`config.mk`:
```
export PLATFORM = sky130hd
export DESIGN_NAME = cl_lat_regs
export DESIGN_NICKNAME = d
export VERILOG_FILES = /design/src/rtl/cl_lat_pkg.sv /design/src/rtl/cl_lat_regs.sv /design/src/rtl/cmd_select.sv /design/src/rtl/hold_timer.sv
export SDC_FILE = /design/constraint.sdc
export NUM_CORES = 1
export LEC_CHECK = 0
export BUFFER_PORTS_ARGS = -buffer_cell sky130_fd_sc_hd__buf_4
export CORE_ASPECT_RATIO = 1.25
export CORE_MARGIN = 5
export CORE_UTILIZATION = 54
export DETAILED_ROUTE_END_ITERATION = 10
export GPL_ROUTABILITY_DRIVEN = 0
export PLACE_DENSITY = 0.79
export SLEW_MARGIN = 20
export SYNTH_ARGS = -nofsm -noshare
export SYNTH_HDL_FRONTEND = slang
export SYNTH_SLANG_ARGS = --single-unit
```
`constraint.sdc`:
```
create_clock -name clk_in -period 3.58 [get_ports clk_in]
set_input_delay 0.358 -clock clk_in [delete_from_list [all_inputs] [get_ports clk_in]]
set_output_delay 0.358 -clock clk_in [all_outputs]
set_load 0.005 [all_outputs]
```
`src/rtl/cl_lat_pkg.sv`:
```
// package of constants and types for the line-size and bus-hold registers
// Operation
// - eight-bit host-written line length in words
// - line length picks master memory command
// - line length sizes slave prefetch bursts
// - unsupported line-size writes store zero
// - zero disabled, 4h 16B, 8h 32B
// - 10h 64B, 20h 128B, others unsupported
// - eight-bit bus-hold limit counted from frame
// - limit applies only after grant withdrawn
// - hardware reset clears bus-hold limit
// - software reset leaves bus-hold limit alone
package cl_lat_pkg;
	localparam int ADDR_W = 4;
	localparam logic [3:0] OFS_LINE = 4'h0;
	localparam logic [3:0] OFS_HOLD = 4'h1;
	localparam logic [3:0] OFS_STAT = 4'h2;
	localparam logic [7:0] LINE_RESET = 8'h00;
	localparam logic [7:0] HOLD_RESET = 8'h00;
	localparam logic [7:0] LINE_OFF = 8'h00;
	localparam logic [7:0] LINE_16B = 8'h04;
	localparam logic [7:0] LINE_32B = 8'h08;
	localparam logic [7:0] LINE_64B = 8'h10;
	localparam logic [7:0] LINE_128B = 8'h20;
	localparam int STAT_EXPIRE_BIT = 0;
	localparam int STAT_COUNTING_BIT = 1;

	typedef enum logic [2:0] {
		CMD_MEM_WRITE = 3'b000,
		CMD_MEM_WRITE_INV = 3'b001,
		CMD_MEM_READ = 3'b010,
		CMD_MEM_READ_LINE = 3'b011,
		CMD_MEM_READ_MULT = 3'b100
	} mem_cmd_t;

	typedef struct packed {
		logic wr;
		logic rd;
		logic [ADDR_W-1:0] addr;
		logic [7:0] wdata;
	} reg_req_t;

	typedef struct packed {
		logic is_read;
		logic [7:0] words;
	} xfer_req_t;

	function automatic logic line_supported(input logic [7:0] v);
		return v == LINE_OFF || v == LINE_16B || v == LINE_32B ||
			v == LINE_64B || v == LINE_128B;
	endfunction : line_supported
endpackage : cl_lat_pkg

```
`src/rtl/cl_lat_regs.sv`:
```
// line-size and bus-hold registers with command choice and hold limiting
//
// The register addresses and the plain strobed port were chosen for this implementation.
`timescale 1ns/1ps
module cl_lat_regs (
	input wire logic clk_in,
	input wire logic rst_in,
	input wire logic soft_rst_in,
	input wire logic [cl_lat_pkg::ADDR_W-1:0] addr_in,
	input wire logic [7:0] wdata_in,
	input wire logic wr_in,
	input wire logic rd_in,
	output logic [7:0] rdata_out,
	input wire logic bus_grant_in,
	input wire logic frame_strobe_pin,
	input wire cl_lat_pkg::xfer_req_t xfer_in,
	output cl_lat_pkg::mem_cmd_t cmd_out,
	output logic [7:0] prefetch_words_out,
	output logic end_burst_out
);
	import cl_lat_pkg::*;
	reg_req_t req;
	logic [7:0] line_q, line_d, hold_q, hold_d, rdata_q, rdata_d;
	logic [2:0] grant_s_q, grant_s_d, frame_s_q, frame_s_d;
	logic grant_lvl_q, grant_lvl_d, frame_lvl_q, frame_lvl_d;
	logic frame_prev_q, frame_prev_d;
	logic grant_ok, frame_ok, expired, counting;
	logic [7:0] age_q, age_d;
	assign req = '{wr: wr_in, rd: rd_in, addr: addr_in, wdata: wdata_in};
	// one decode of a register write, shared by the write logic and the checks
	function automatic logic wr_hit(input reg_req_t r, input logic [ADDR_W-1:0] ofs);
		return r.wr && r.addr == ofs;
	endfunction : wr_hit
	// three stages per pin; the first stage is read by the second only
	always_comb begin
		grant_s_d = {grant_s_q[1:0], bus_grant_in};
		frame_s_d = {frame_s_q[1:0], frame_strobe_pin};
		grant_lvl_d = grant_lvl_q;
		frame_lvl_d = frame_lvl_q;
		// accept a pin level only when stages two and three agree
		if (grant_s_q[1] == grant_s_q[2]) begin
			grant_lvl_d = grant_s_q[2];
		end
		if (frame_s_q[1] == frame_s_q[2]) begin
			frame_lvl_d = frame_s_q[2];
		end
		frame_prev_d = frame_lvl_q;
	end
	always_ff @(posedge clk_in or posedge rst_in) begin
		if (rst_in) begin
			grant_s_q <= 3'h0;
			frame_s_q <= 3'h0;
			grant_lvl_q <= 1'b0;
			frame_lvl_q <= 1'b0;
			frame_prev_q <= 1'b0;
		end else begin
			grant_s_q <= grant_s_d;
			frame_s_q <= frame_s_d;
			grant_lvl_q <= grant_lvl_d;
			frame_lvl_q <= frame_lvl_d;
			frame_prev_q <= frame_prev_d;
		end
	end
	assign grant_ok = grant_lvl_q;
	assign frame_ok = frame_lvl_q;
	// frame age kept apart from the timer, so the checks below do not trust it
	always_comb begin
		age_d = age_q;
		if (frame_ok && !frame_prev_q) begin
			age_d = 8'h01;
		end else if (!frame_ok) begin
			age_d = 8'h00;
		end else if (age_q != 8'h00 && age_q != 8'hff) begin
			age_d = age_q + 8'h01;
		end
	end
	always_ff @(posedge clk_in or posedge rst_in) begin
		if (rst_in) begin
			age_q <= 8'h00;
		end else begin
			age_q <= age_d;
		end
	end
	always_comb begin
		line_d = line_q;
		hold_d = hold_q;
		rdata_d = 8'h00;
		if (wr_hit(req, OFS_LINE)) begin
			// an unsupported length collapses to zero
			line_d = line_supported(req.wdata) ? req.wdata : LINE_OFF;
		end
		if (soft_rst_in) begin
			line_d = LINE_RESET;
		end
		if (wr_hit(req, OFS_HOLD)) begin
			hold_d = req.wdata;
		end
		// soft reset deliberately does not touch hold_d
		if (req.rd) begin
			unique case (req.addr)
				OFS_LINE: rdata_d = line_q;
				OFS_HOLD: rdata_d = hold_q;
				OFS_STAT: rdata_d = {6'h00, counting, expired};
				default: rdata_d = 8'h00;
			endcase
		end
	end
	always_ff @(posedge clk_in or posedge rst_in) begin
		if (rst_in) begin
			line_q <= LINE_RESET;
			hold_q <= HOLD_RESET;
			rdata_q <= 8'h00;
		end else begin
			line_q <= line_d;
			hold_q <= hold_d;
			rdata_q <= rdata_d;
		end
	end
	assign rdata_out = rdata_q;
	hold_timer u_timer (
		.clk_in(clk_in),
		.rst_in(rst_in),
		.frame_start_in(frame_ok && !frame_prev_q),
		.frame_active_in(frame_ok),
		.grant_in(grant_ok),
		.limit_in(hold_q),
		.expired_out(expired),
		.counting_out(counting)
	);
	assign end_burst_out = expired;
	cmd_select u_cmd (
		.line_words_in(line_q),
		.xfer_in(xfer_in),
		.cmd_out(cmd_out),
		.prefetch_words_out(prefetch_words_out)
	);

	// register state and read port
	a_reset_vals: assert property (@(posedge clk_in)
		$fell(rst_in)
		|-> line_q == LINE_RESET && hold_q == HOLD_RESET && rdata_out == 8'h00)
		else $error("state not cleared by reset");

	a_line_zero: assert property (@(posedge clk_in) disable iff (rst_in)
		wr_hit(req, OFS_LINE) && !line_supported(wdata_in) && !soft_rst_in
		|=> line_q == 8'h00)
		else $error("bad line length kept");

	a_line_keep: assert property (@(posedge clk_in) disable iff (rst_in)
		wr_hit(req, OFS_LINE) && line_supported(wdata_in) && !soft_rst_in
		|=> line_q == $past(wdata_in))
		else $error("good line length lost");

	a_line_legal: assert property (@(posedge clk_in) disable iff (rst_in)
		1'b1
		|-> line_supported(line_q))
		else $error("illegal line length held");

	a_soft_line: assert property (@(posedge clk_in) disable iff (rst_in)
		soft_rst_in
		|=> line_q == LINE_RESET)
		else $error("soft reset kept line length");

	a_hold_write: assert property (@(posedge clk_in) disable iff (rst_in)
		wr_hit(req, OFS_HOLD)
		|=> hold_q == $past(wdata_in))
		else $error("hold limit not written");

	a_hold_soft: assert property (@(posedge clk_in) disable iff (rst_in)
		soft_rst_in && !wr_hit(req, OFS_HOLD)
		|=> $stable(hold_q))
		else $error("soft reset changed hold limit");

	a_hold_other: assert property (@(posedge clk_in) disable iff (rst_in)
		!wr_hit(req, OFS_HOLD)
		|=> $stable(hold_q))
		else $error("hold limit changed without write");

	a_unmapped: assert property (@(posedge clk_in) disable iff (rst_in)
		wr_in && addr_in > OFS_STAT && !soft_rst_in
		|=> $stable(line_q) && $stable(hold_q))
		else $error("unmapped write changed state");

	a_rd_idle: assert property (@(posedge clk_in) disable iff (rst_in)
		!rd_in
		|=> rdata_out == 8'h00)
		else $error("read data outside its cycle");

	a_line_read: assert property (@(posedge clk_in) disable iff (rst_in)
		rd_in && addr_in == OFS_LINE
		|=> rdata_out == $past(line_q))
		else $error("line length readback wrong");

	a_read_data: assert property (@(posedge clk_in) disable iff (rst_in)
		rd_in && addr_in == OFS_HOLD && !wr_in
		|=> rdata_out == $past(hold_q))
		else $error("hold limit readback wrong");

	a_stat_read: assert property (@(posedge clk_in) disable iff (rst_in)
		rd_in && addr_in == OFS_STAT
		|=> rdata_out == {6'h00, $past(counting), $past(expired)})
		else $error("status readback wrong");

	// command choice and prefetch length
	a_prefetch: assert property (@(posedge clk_in) disable iff (rst_in)
		line_q != 8'h00
		|-> prefetch_words_out == line_q)
		else $error("prefetch length wrong");

	a_prefetch_off: assert property (@(posedge clk_in) disable iff (rst_in)
		line_q == LINE_OFF
		|-> prefetch_words_out == 8'h01)
		else $error("disabled prefetch not single");

	a_wr_inv: assert property (@(posedge clk_in) disable iff (rst_in)
		cmd_out == CMD_MEM_WRITE_INV
		|-> line_q != 8'h00 && !xfer_in.is_read)
		else $error("invalidate without line");

	a_cmd_write: assert property (@(posedge clk_in) disable iff (rst_in)
		!xfer_in.is_read && (line_q == LINE_OFF || xfer_in.words < line_q)
		|-> cmd_out == CMD_MEM_WRITE)
		else $error("short write not plain");

	a_cmd_single: assert property (@(posedge clk_in) disable iff (rst_in)
		xfer_in.is_read && (line_q == LINE_OFF || xfer_in.words <= 8'h01)
		|-> cmd_out == CMD_MEM_READ)
		else $error("single read not plain");

	a_cmd_line: assert property (@(posedge clk_in) disable iff (rst_in)
		xfer_in.is_read && line_q != LINE_OFF && xfer_in.words > 8'h01 &&
		xfer_in.words <= line_q |-> cmd_out == CMD_MEM_READ_LINE)
		else $error("line read not chosen");

	a_cmd_mult: assert property (@(posedge clk_in) disable iff (rst_in)
		xfer_in.is_read && line_q != LINE_OFF && xfer_in.words > line_q
		|-> cmd_out == CMD_MEM_READ_MULT)
		else $error("multiple read not chosen");

	// pin synchronisers settle within a bounded lag
	a_grant_high: assert property (@(posedge clk_in) disable iff (rst_in)
		bus_grant_in [*5]
		|=> grant_ok)
		else $error("grant high not seen");

	a_grant_low: assert property (@(posedge clk_in) disable iff (rst_in)
		!bus_grant_in [*5]
		|=> !grant_ok)
		else $error("grant low not seen");

	a_frame_high: assert property (@(posedge clk_in) disable iff (rst_in)
		frame_strobe_pin [*5]
		|=> frame_ok)
		else $error("frame high not seen");

	a_frame_low: assert property (@(posedge clk_in) disable iff (rst_in)
		!frame_strobe_pin [*5]
		|=> !frame_ok)
		else $error("frame low not seen");

	// bus-hold timing
	a_age_match: assert property (@(posedge clk_in) disable iff (rst_in)
		1'b1
		|-> counting == (age_q != 8'h00))
		else $error("hold count not tied to frame");

	a_grant_free: assert property (@(posedge clk_in) disable iff (rst_in)
		grant_ok
		|-> !end_burst_out)
		else $error("limit hit with grant");

	a_expire: assert property (@(posedge clk_in) disable iff (rst_in)
		counting && !grant_ok && frame_ok && hold_q == 8'h00
		|-> end_burst_out)
		else $error("zero limit not enforced");

	a_expire_due: assert property (@(posedge clk_in) disable iff (rst_in)
		counting && !grant_ok && age_q >= hold_q
		|-> end_burst_out)
		else $error("reached limit not enforced");

	a_expire_cause: assert property (@(posedge clk_in) disable iff (rst_in)
		end_burst_out
		|-> counting && !grant_ok && age_q >= hold_q)
		else $error("burst ended before limit");

	c_expire: cover property (@(posedge clk_in) disable iff (rst_in) end_burst_out);

	c_bad_line: cover property (@(posedge clk_in) disable iff (rst_in)
		wr_in && addr_in == OFS_LINE && !line_supported(wdata_in));

	c_read_mult: cover property (@(posedge clk_in) disable iff (rst_in)
		cmd_out == CMD_MEM_READ_MULT);

	c_wr_inv: cover property (@(posedge clk_in) disable iff (rst_in)
		cmd_out == CMD_MEM_WRITE_INV);

	c_soft_keep: cover property (@(posedge clk_in) disable iff (rst_in)
		soft_rst_in && hold_q != 8'h00);
endmodule : cl_lat_regs

```
`src/rtl/cmd_select.sv`:
```
// master memory command choice and slave prefetch length from the line length
`timescale 1ns/1ps
module cmd_select (
	input wire logic [7:0] line_words_in,
	input wire cl_lat_pkg::xfer_req_t xfer_in,
	output cl_lat_pkg::mem_cmd_t cmd_out,
	output logic [7:0] prefetch_words_out
);
	import cl_lat_pkg::*;
	logic line_on;
	assign line_on = line_words_in != LINE_OFF;
	always_comb begin
		// write-invalidate only when a write spans a whole line; a read of two or more words gets a line or multiple read only when the line length is enabled
		if (xfer_in.is_read) begin
			if (!line_on || xfer_in.words <= 8'h01) begin
				cmd_out = CMD_MEM_READ;
			end else if (xfer_in.words > line_words_in) begin
				cmd_out = CMD_MEM_READ_MULT;
			end else begin
				cmd_out = CMD_MEM_READ_LINE;
			end
		end else begin
			if (line_on && xfer_in.words >= line_words_in) begin
				cmd_out = CMD_MEM_WRITE_INV;
			end else begin
				cmd_out = CMD_MEM_WRITE;
			end
		end
		// disabled line length falls back to single-word prefetch
		prefetch_words_out = line_on ? line_words_in : 8'h01;
	end
endmodule : cmd_select

```
`src/rtl/hold_timer.sv`:
```
// bus-hold counter that runs from frame assertion
`timescale 1ns/1ps
module hold_timer (
	input wire logic clk_in,
	input wire logic rst_in,
	input wire logic frame_start_in,
	input wire logic frame_active_in,
	input wire logic grant_in,
	input wire logic [7:0] limit_in,
	output logic expired_out,
	output logic counting_out
);
	logic [7:0] cnt_q, cnt_d;
	logic run_q, run_d;
	always_comb begin
		run_d = run_q;
		cnt_d = cnt_q;
		if (frame_start_in) begin
			run_d = 1'b1;
			cnt_d = 8'h01;
		end else if (!frame_active_in) begin
			run_d = 1'b0;
			cnt_d = 8'h00;
		end else if (run_q && cnt_q != 8'hff) begin
			cnt_d = cnt_q + 8'h01;
		end
	end
	always_ff @(posedge clk_in or posedge rst_in) begin
		if (rst_in) begin
			cnt_q <= 8'h00;
			run_q <= 1'b0;
		end else begin
			cnt_q <= cnt_d;
			run_q <= run_d;
		end
	end
	assign counting_out = run_q;
	// only an absent grant lets the limit bite
	assign expired_out = run_q && !grant_in && cnt_q >= limit_in;
endmodule : hold_timer

```
**Word-level counts from Yosys, hierarchy flattened**

Cells that the tools add are included.

- Bits in latches: 0
- Bits in read-only memories: 0
- Bits in writable memories: 0
- Memories: 0
- Bits in registers: 42
- Word-level logic and storage cells: 60
- Input bits: 28

- Bitwise logic cells: 0
- $mul: 0
- Add/sub/neg operators: 1
- Reductions and logical operators: 19
- Divide/modulo/power cells: 0
- Equal/unequal tests: 11
- Shift-type cells: 0
- Muxes and demuxes: 15
- Magnitude comparators: 4

Operators by type and width:

| cell | number |
|---|---|
| $mux 8 | 8 |
| $pmux 8 s3 | 1 |
| $ge 8x8->1 | 2 |
| $mux 3 | 3 |
| $add 8x1->8 const B | 1 |
| $eq 8x3->1 const B | 1 |
| $eq 8x4->1 const B | 1 |
| $eq 8x5->1 const B | 1 |
| $eq 8x6->1 const B | 1 |
| $gt 8x8->1 | 1 |
| $le 8x1->1 const B | 1 |
| $logic_not 8->1 | 1 |
| $ne 8x8->1 const B | 1 |
| $reduce_bool 8->1 | 1 |
| $logic_and 1x1->1 | 7 |
| $logic_or 1x1->1 | 5 |
| $eq 4x1->1 const B | 1 |
| $eq 4x2->1 const B | 1 |
| $logic_not 4->1 | 1 |
| $logic_not 1->1 | 3 |
| $mux 1 | 3 |
| $ne 3x1->1 const B | 1 |
| $eq 1x1->1 | 2 |
| $ne 2x1->1 const B | 1 |
| $reduce_bool 2->1 | 1 |

**Longest topological paths before layout**

- Word-level depth: 8
- Depth in mapped cells: 7
- Mapped depth without buffers: 7

**Hierarchy**

From an unflattened synthesis, not the netlist that was laid out.

- Cell total of the unflattened synthesis: 214
- Area, all modules: 2,299.7 µm²

Modules (own cells, without submodules):

| module | seq. area each (µm²) | area an instance (µm²) | instances | cells an instance |
|---|---|---|---|---|
| cl_lat_regs | 825.8 | 1,270.0 | 1 | 90 |
| hold_timer | 225.2 | 691.9 | 1 | 76 |
| cmd_select | 0.0 | 337.8 | 1 | 48 |

**Worst setup path before layout**

No wires, ideal clock.

- Kind: reg-to-output
- Start: register line_q[1]
- End: output cmd_out[0]
- Slack: 1.526 ns
- Cell stages (with the launch flop): 8
- Data arrival time: 1.696 ns
- Cells stage by stage: dfrtp_1 inv_1 ha_1 nor2b_1 o211ai_2 a21oi_1 or3_2 a22o_1

- Cells in the longest elaborated chain, start to end: 5
- Elaborated cells on any way between the ends: 10
- Those cells by class: 2 x order compare; 4 x mux; 4 x reduce/logical

RTL lines:

| what | RTL line | RTL |
|---|---|---|
| from (decl) | cl_lat_regs.sv:23 | `logic [7:0] line_q, line_d, hold_q, hold_d, rdata_q, rdata_d;` |
| from (signal assigned) | cl_lat_regs.sv:114 | `line_q <= line_d;` |
| parallel branches: the longest is 4 deep, another holds $gt 8x8->1 | -- |  |
| $mux 3 (*) | cmd_select.sv:14 | `if (xfer_in.is_read) begin` |
| to (decl) | cl_lat_regs.sv:17 | `output cl_lat_pkg::mem_cmd_t cmd_out,` |

Mark *: on every way between the ends.

**Worst setup path in the final report**

Same ends and word-level chain as after synthesis.

==> summary.md <==
| Metric | Value |
|---|---|
| Setup-failing EPs final | 0 |
| GRT met3 Usage | 4.10% |
| Sequential cell area fraction in the yosys report | a little under half |
| First-pass GRT wire length | 7720 µm |
| Run status | complete, no violations |
| Initial antenna violation count | 0 |
| Initial core utilization | between 50% and 60% |
| CP delay by family, top | simple AND/OR/NAND/NOR gates |
| Via count of the routed design | 1666 |
| Global route overflow | 0 |
| WP data arrival | roughly 2.2 ns |
| NumNets Final | a little under 300 |
| Placed Cells | 300 |
| WHS | 0.168 ns |
| Crit path cell chain | inv_1 > ha_1 > nor2b_1 > o211ai_2 > a21oi_1 > or3_2 > a22o_1 > buf_4 |
| DRT iter0 DRCs | 41 |
| Root buf cell | clkbuf_8 |
| Worst path required time | between 3 and 4 ns |
| CTS tree | built |
| Largest cells by area after synthesis | dfrtp_1, ha_1, mux2i_1 |
| Synthesized flop and latch total | 42 |
| FF-to-FF path depth | 5 |
| Vias in the first global route | ~1700 |
| Met1 Use GR | 21.4% |
| Hold Startpoint | frame_strobe_pin |
| Most used DFF post-synth | dfrtp_1 |
| H-tree levels | 2 |
| Worst path slowest cell | or3_2 |
| R2r setup slk | just over 2 ns |
| Post-synthesis cell count | 205 |
| Synth warnings | 0 |
| Most crowded layer after global routing | met2 |
| Max cap viols | 0 |
| CP Max Fanout | 3 |
| Num Clock Sinks | 42 |
| Worst Hold Class | in2reg |
| Worst VDD drop | 359 µV |
| Tcrit/Tclk final | 72.1% |
| Endpoint class of the critical path | output port |
| Largest net degree at the start of global routing | 43 |
| Post-synth ARST share | 100% |
| Final number of hold-violating endpoints | 0 |
| Syn_nets | 250 |
| Crit start category | flip-flop |
| Worst Hold Depth | 1 |
| Die Width | 67.2 µm |
| Hold_buf cts | 0 |
| Final Skew | 0.00973 ns |
| Slew Viols, Final | 0 |
| RR Startpoint | u_timer.cnt_q[0] |
| Final non-filler cell total | between 300 and 400 |
| Post-Syn Area | about 2200 µm² |
| Clock-pin slew on the worst setup and hold paths | around 0.070 ns |
| Detail-routed via count per cell | ~5.4 |
| WL/cell | 15.1 µm |
| Antenna violation net count after detailed routing | 0 |
| Area of placed instances | 2600 µm² |
| RSZ-0062 raised after global routing | no |
| Ports | between 40 and 50 |
| All-Layer GR Usage | 19.2% |
| Worst Tran Pin Value | 0.508 ns |
| Port Buf Inserts | 47 |
| Avg Inst Size Synth | 10.8 µm² |
| Grt met2 use | 34.3% |
| Total Neg Setup Slack | 0 ns |
| EDFF count, synth | 0 |
| Post-CTS sizing | 0 |
| Die Ht | 81.6 µm |
| Worst-case clock buffer depth | 2 |
| Worst rel slew slack | roughly two thirds |
| Worst-skew pair later-pin latency | ~0.3 ns |
| Post-route design area | about 2700 µm² |
| Critical path class | reg2out |
| Antenna cell count | 0 |
| Power Dens Cells | 395 nW/µm² |
| TritonCTS Buffers | 5 |
| Synth cell count leaders | dfrtp_1, nor2_1, inv_1, ha_1 |
| Top-count cell post-synth | dfrtp_1 |
| Final HPWL DP | 3690 µm |
| TritonRoute pass-1 iters | 4 |
| CP max stage delay | 0.47 ns |
| FMAX | a little under 0.4 GHz |
| Layout cells sized above 1 | 25.9% |
| Worst Hold End | frame_s_q[0] |
| Worst R2R End | u_timer.cnt_q[6] |
| Row count | 26 |
| Buf+Inv Stages, Crit Path | 2 |
| Top cell type's share of synthesized area | 47.5% |
| Post-CTS Setup Inserts | 0 |
| Layout area overhead | 22.7% |
| Drc violations | 0 |
| Routed WL | approximately 4600 µm |
| Largest area contributor in the netlist | dfrtp_1 |
| Period minus WS final | 2.58 ns |
| Die area | 5480 µm² |
| Static leakage | roughly 1.3 nW |
| Synth cell types | 43 |
| Core area | 4030 µm² |
==> power breakdown <==
group	switching (mW)	total, mW	internal [mW]	leakage, nW
sequential	0.0274	0.535	0.507	0.549
combinational	0.0821	0.162	0.0799	0.701
clock	0.153	0.376	0.223	0.0573
==> how the worst max path moves through the flow <==
stage | start | endpoint | slack [ns] | cells after the start
6_report | line_q[1] | cmd_out[0] | 1.0 | 8
5_1_grt | line_q[1] | cmd_out[0] | 0.88 | 8
4_1_cts | line_q[1] | cmd_out[0] | 0.97 | 8
3_5_place_dp | xfer_in[1] | cmd_out[0] | 1.27 | 8
3_3_place_gp | xfer_in[1] | cmd_out[0] | 1.30 | 8
2_1_floorplan | line_q[1] | cmd_out[0] | 1.53 | 7
==> metrics by stage <==
stage | utilization, % | worst slack (ns) | power, mW
finish | 67.3 | 0.998 | 1.07
global route | 67.3 | 0.881 | 1.13
CTS | 67.3 | 0.970 | 1.08
detailed placement | 64.5 | 1.27 | 0.707
global placement | 64.5 | 1.30 | 0.701
floorplan | - | 1.53 | 0.643
==> layer usage <==
metal	vias to the layer above	wire length (µm)
met5	-	0
met4	0	123
met3	12	289
met2	56	2490
met1	789	1740
li1	809	-
==> final cells by class <==
type	instances	area [µm²]
Multi-Input combinational cell	136	1050
Tap cell	56	70.1
Inverter	18	67.6
Clock buffer	6	82.6
Timing Repair Buffer	48	360
Clock inverter	1	30.0
Sequential cell	42	1050
Fill cell	337	1320
==> state kept, by name, summed over array words and instances, names as in the netlist, 3 cells and up <==
| register | cells |
|---|---|
| u_timer.cnt_q | 8 |
| hold_q | 8 |
| frame_s_q | 3 |
| rdata_out | 8 |
| line_q | 8 |
| grant_s_q | 3 |
==> cells in the final DEF (no fill, tap or decap), drive strengths merged <==
cell type  count
nor2b          3
bufinv         1
mux2           8
ha            17
maj3           2
inv           18
o31a           1
a22o           5
nand2          9
dfrtp         42
and2           2
or3            1
nand3          4
xnor2          3
nand4          6
nor2          21
nor3b          1
a31oi          2
nor3           6
o211ai         2
and4           2
nor4           1
clkbuf         6
nand3b         2
xor2           4
a21oi          8
o21ai          3
mux2i          9
and3           3
a21boi         2
a41oi          1
a211o          1
or4            3
buf           48
o22ai          3
or2            1
==> cells by family after synthesis <==
logic type | after synthesis | synth area share (%)
simple gates | 65 | 17.1
flops | 42 | 47.5
compound gates | 28 | 8.99
buf+inv | 27 | 4.92
fa+ha+maj | 19 | 10.5
mux | 17 | 8.15
xor+xnor | 7 | 2.77
(Power assumes the default switching activity.)
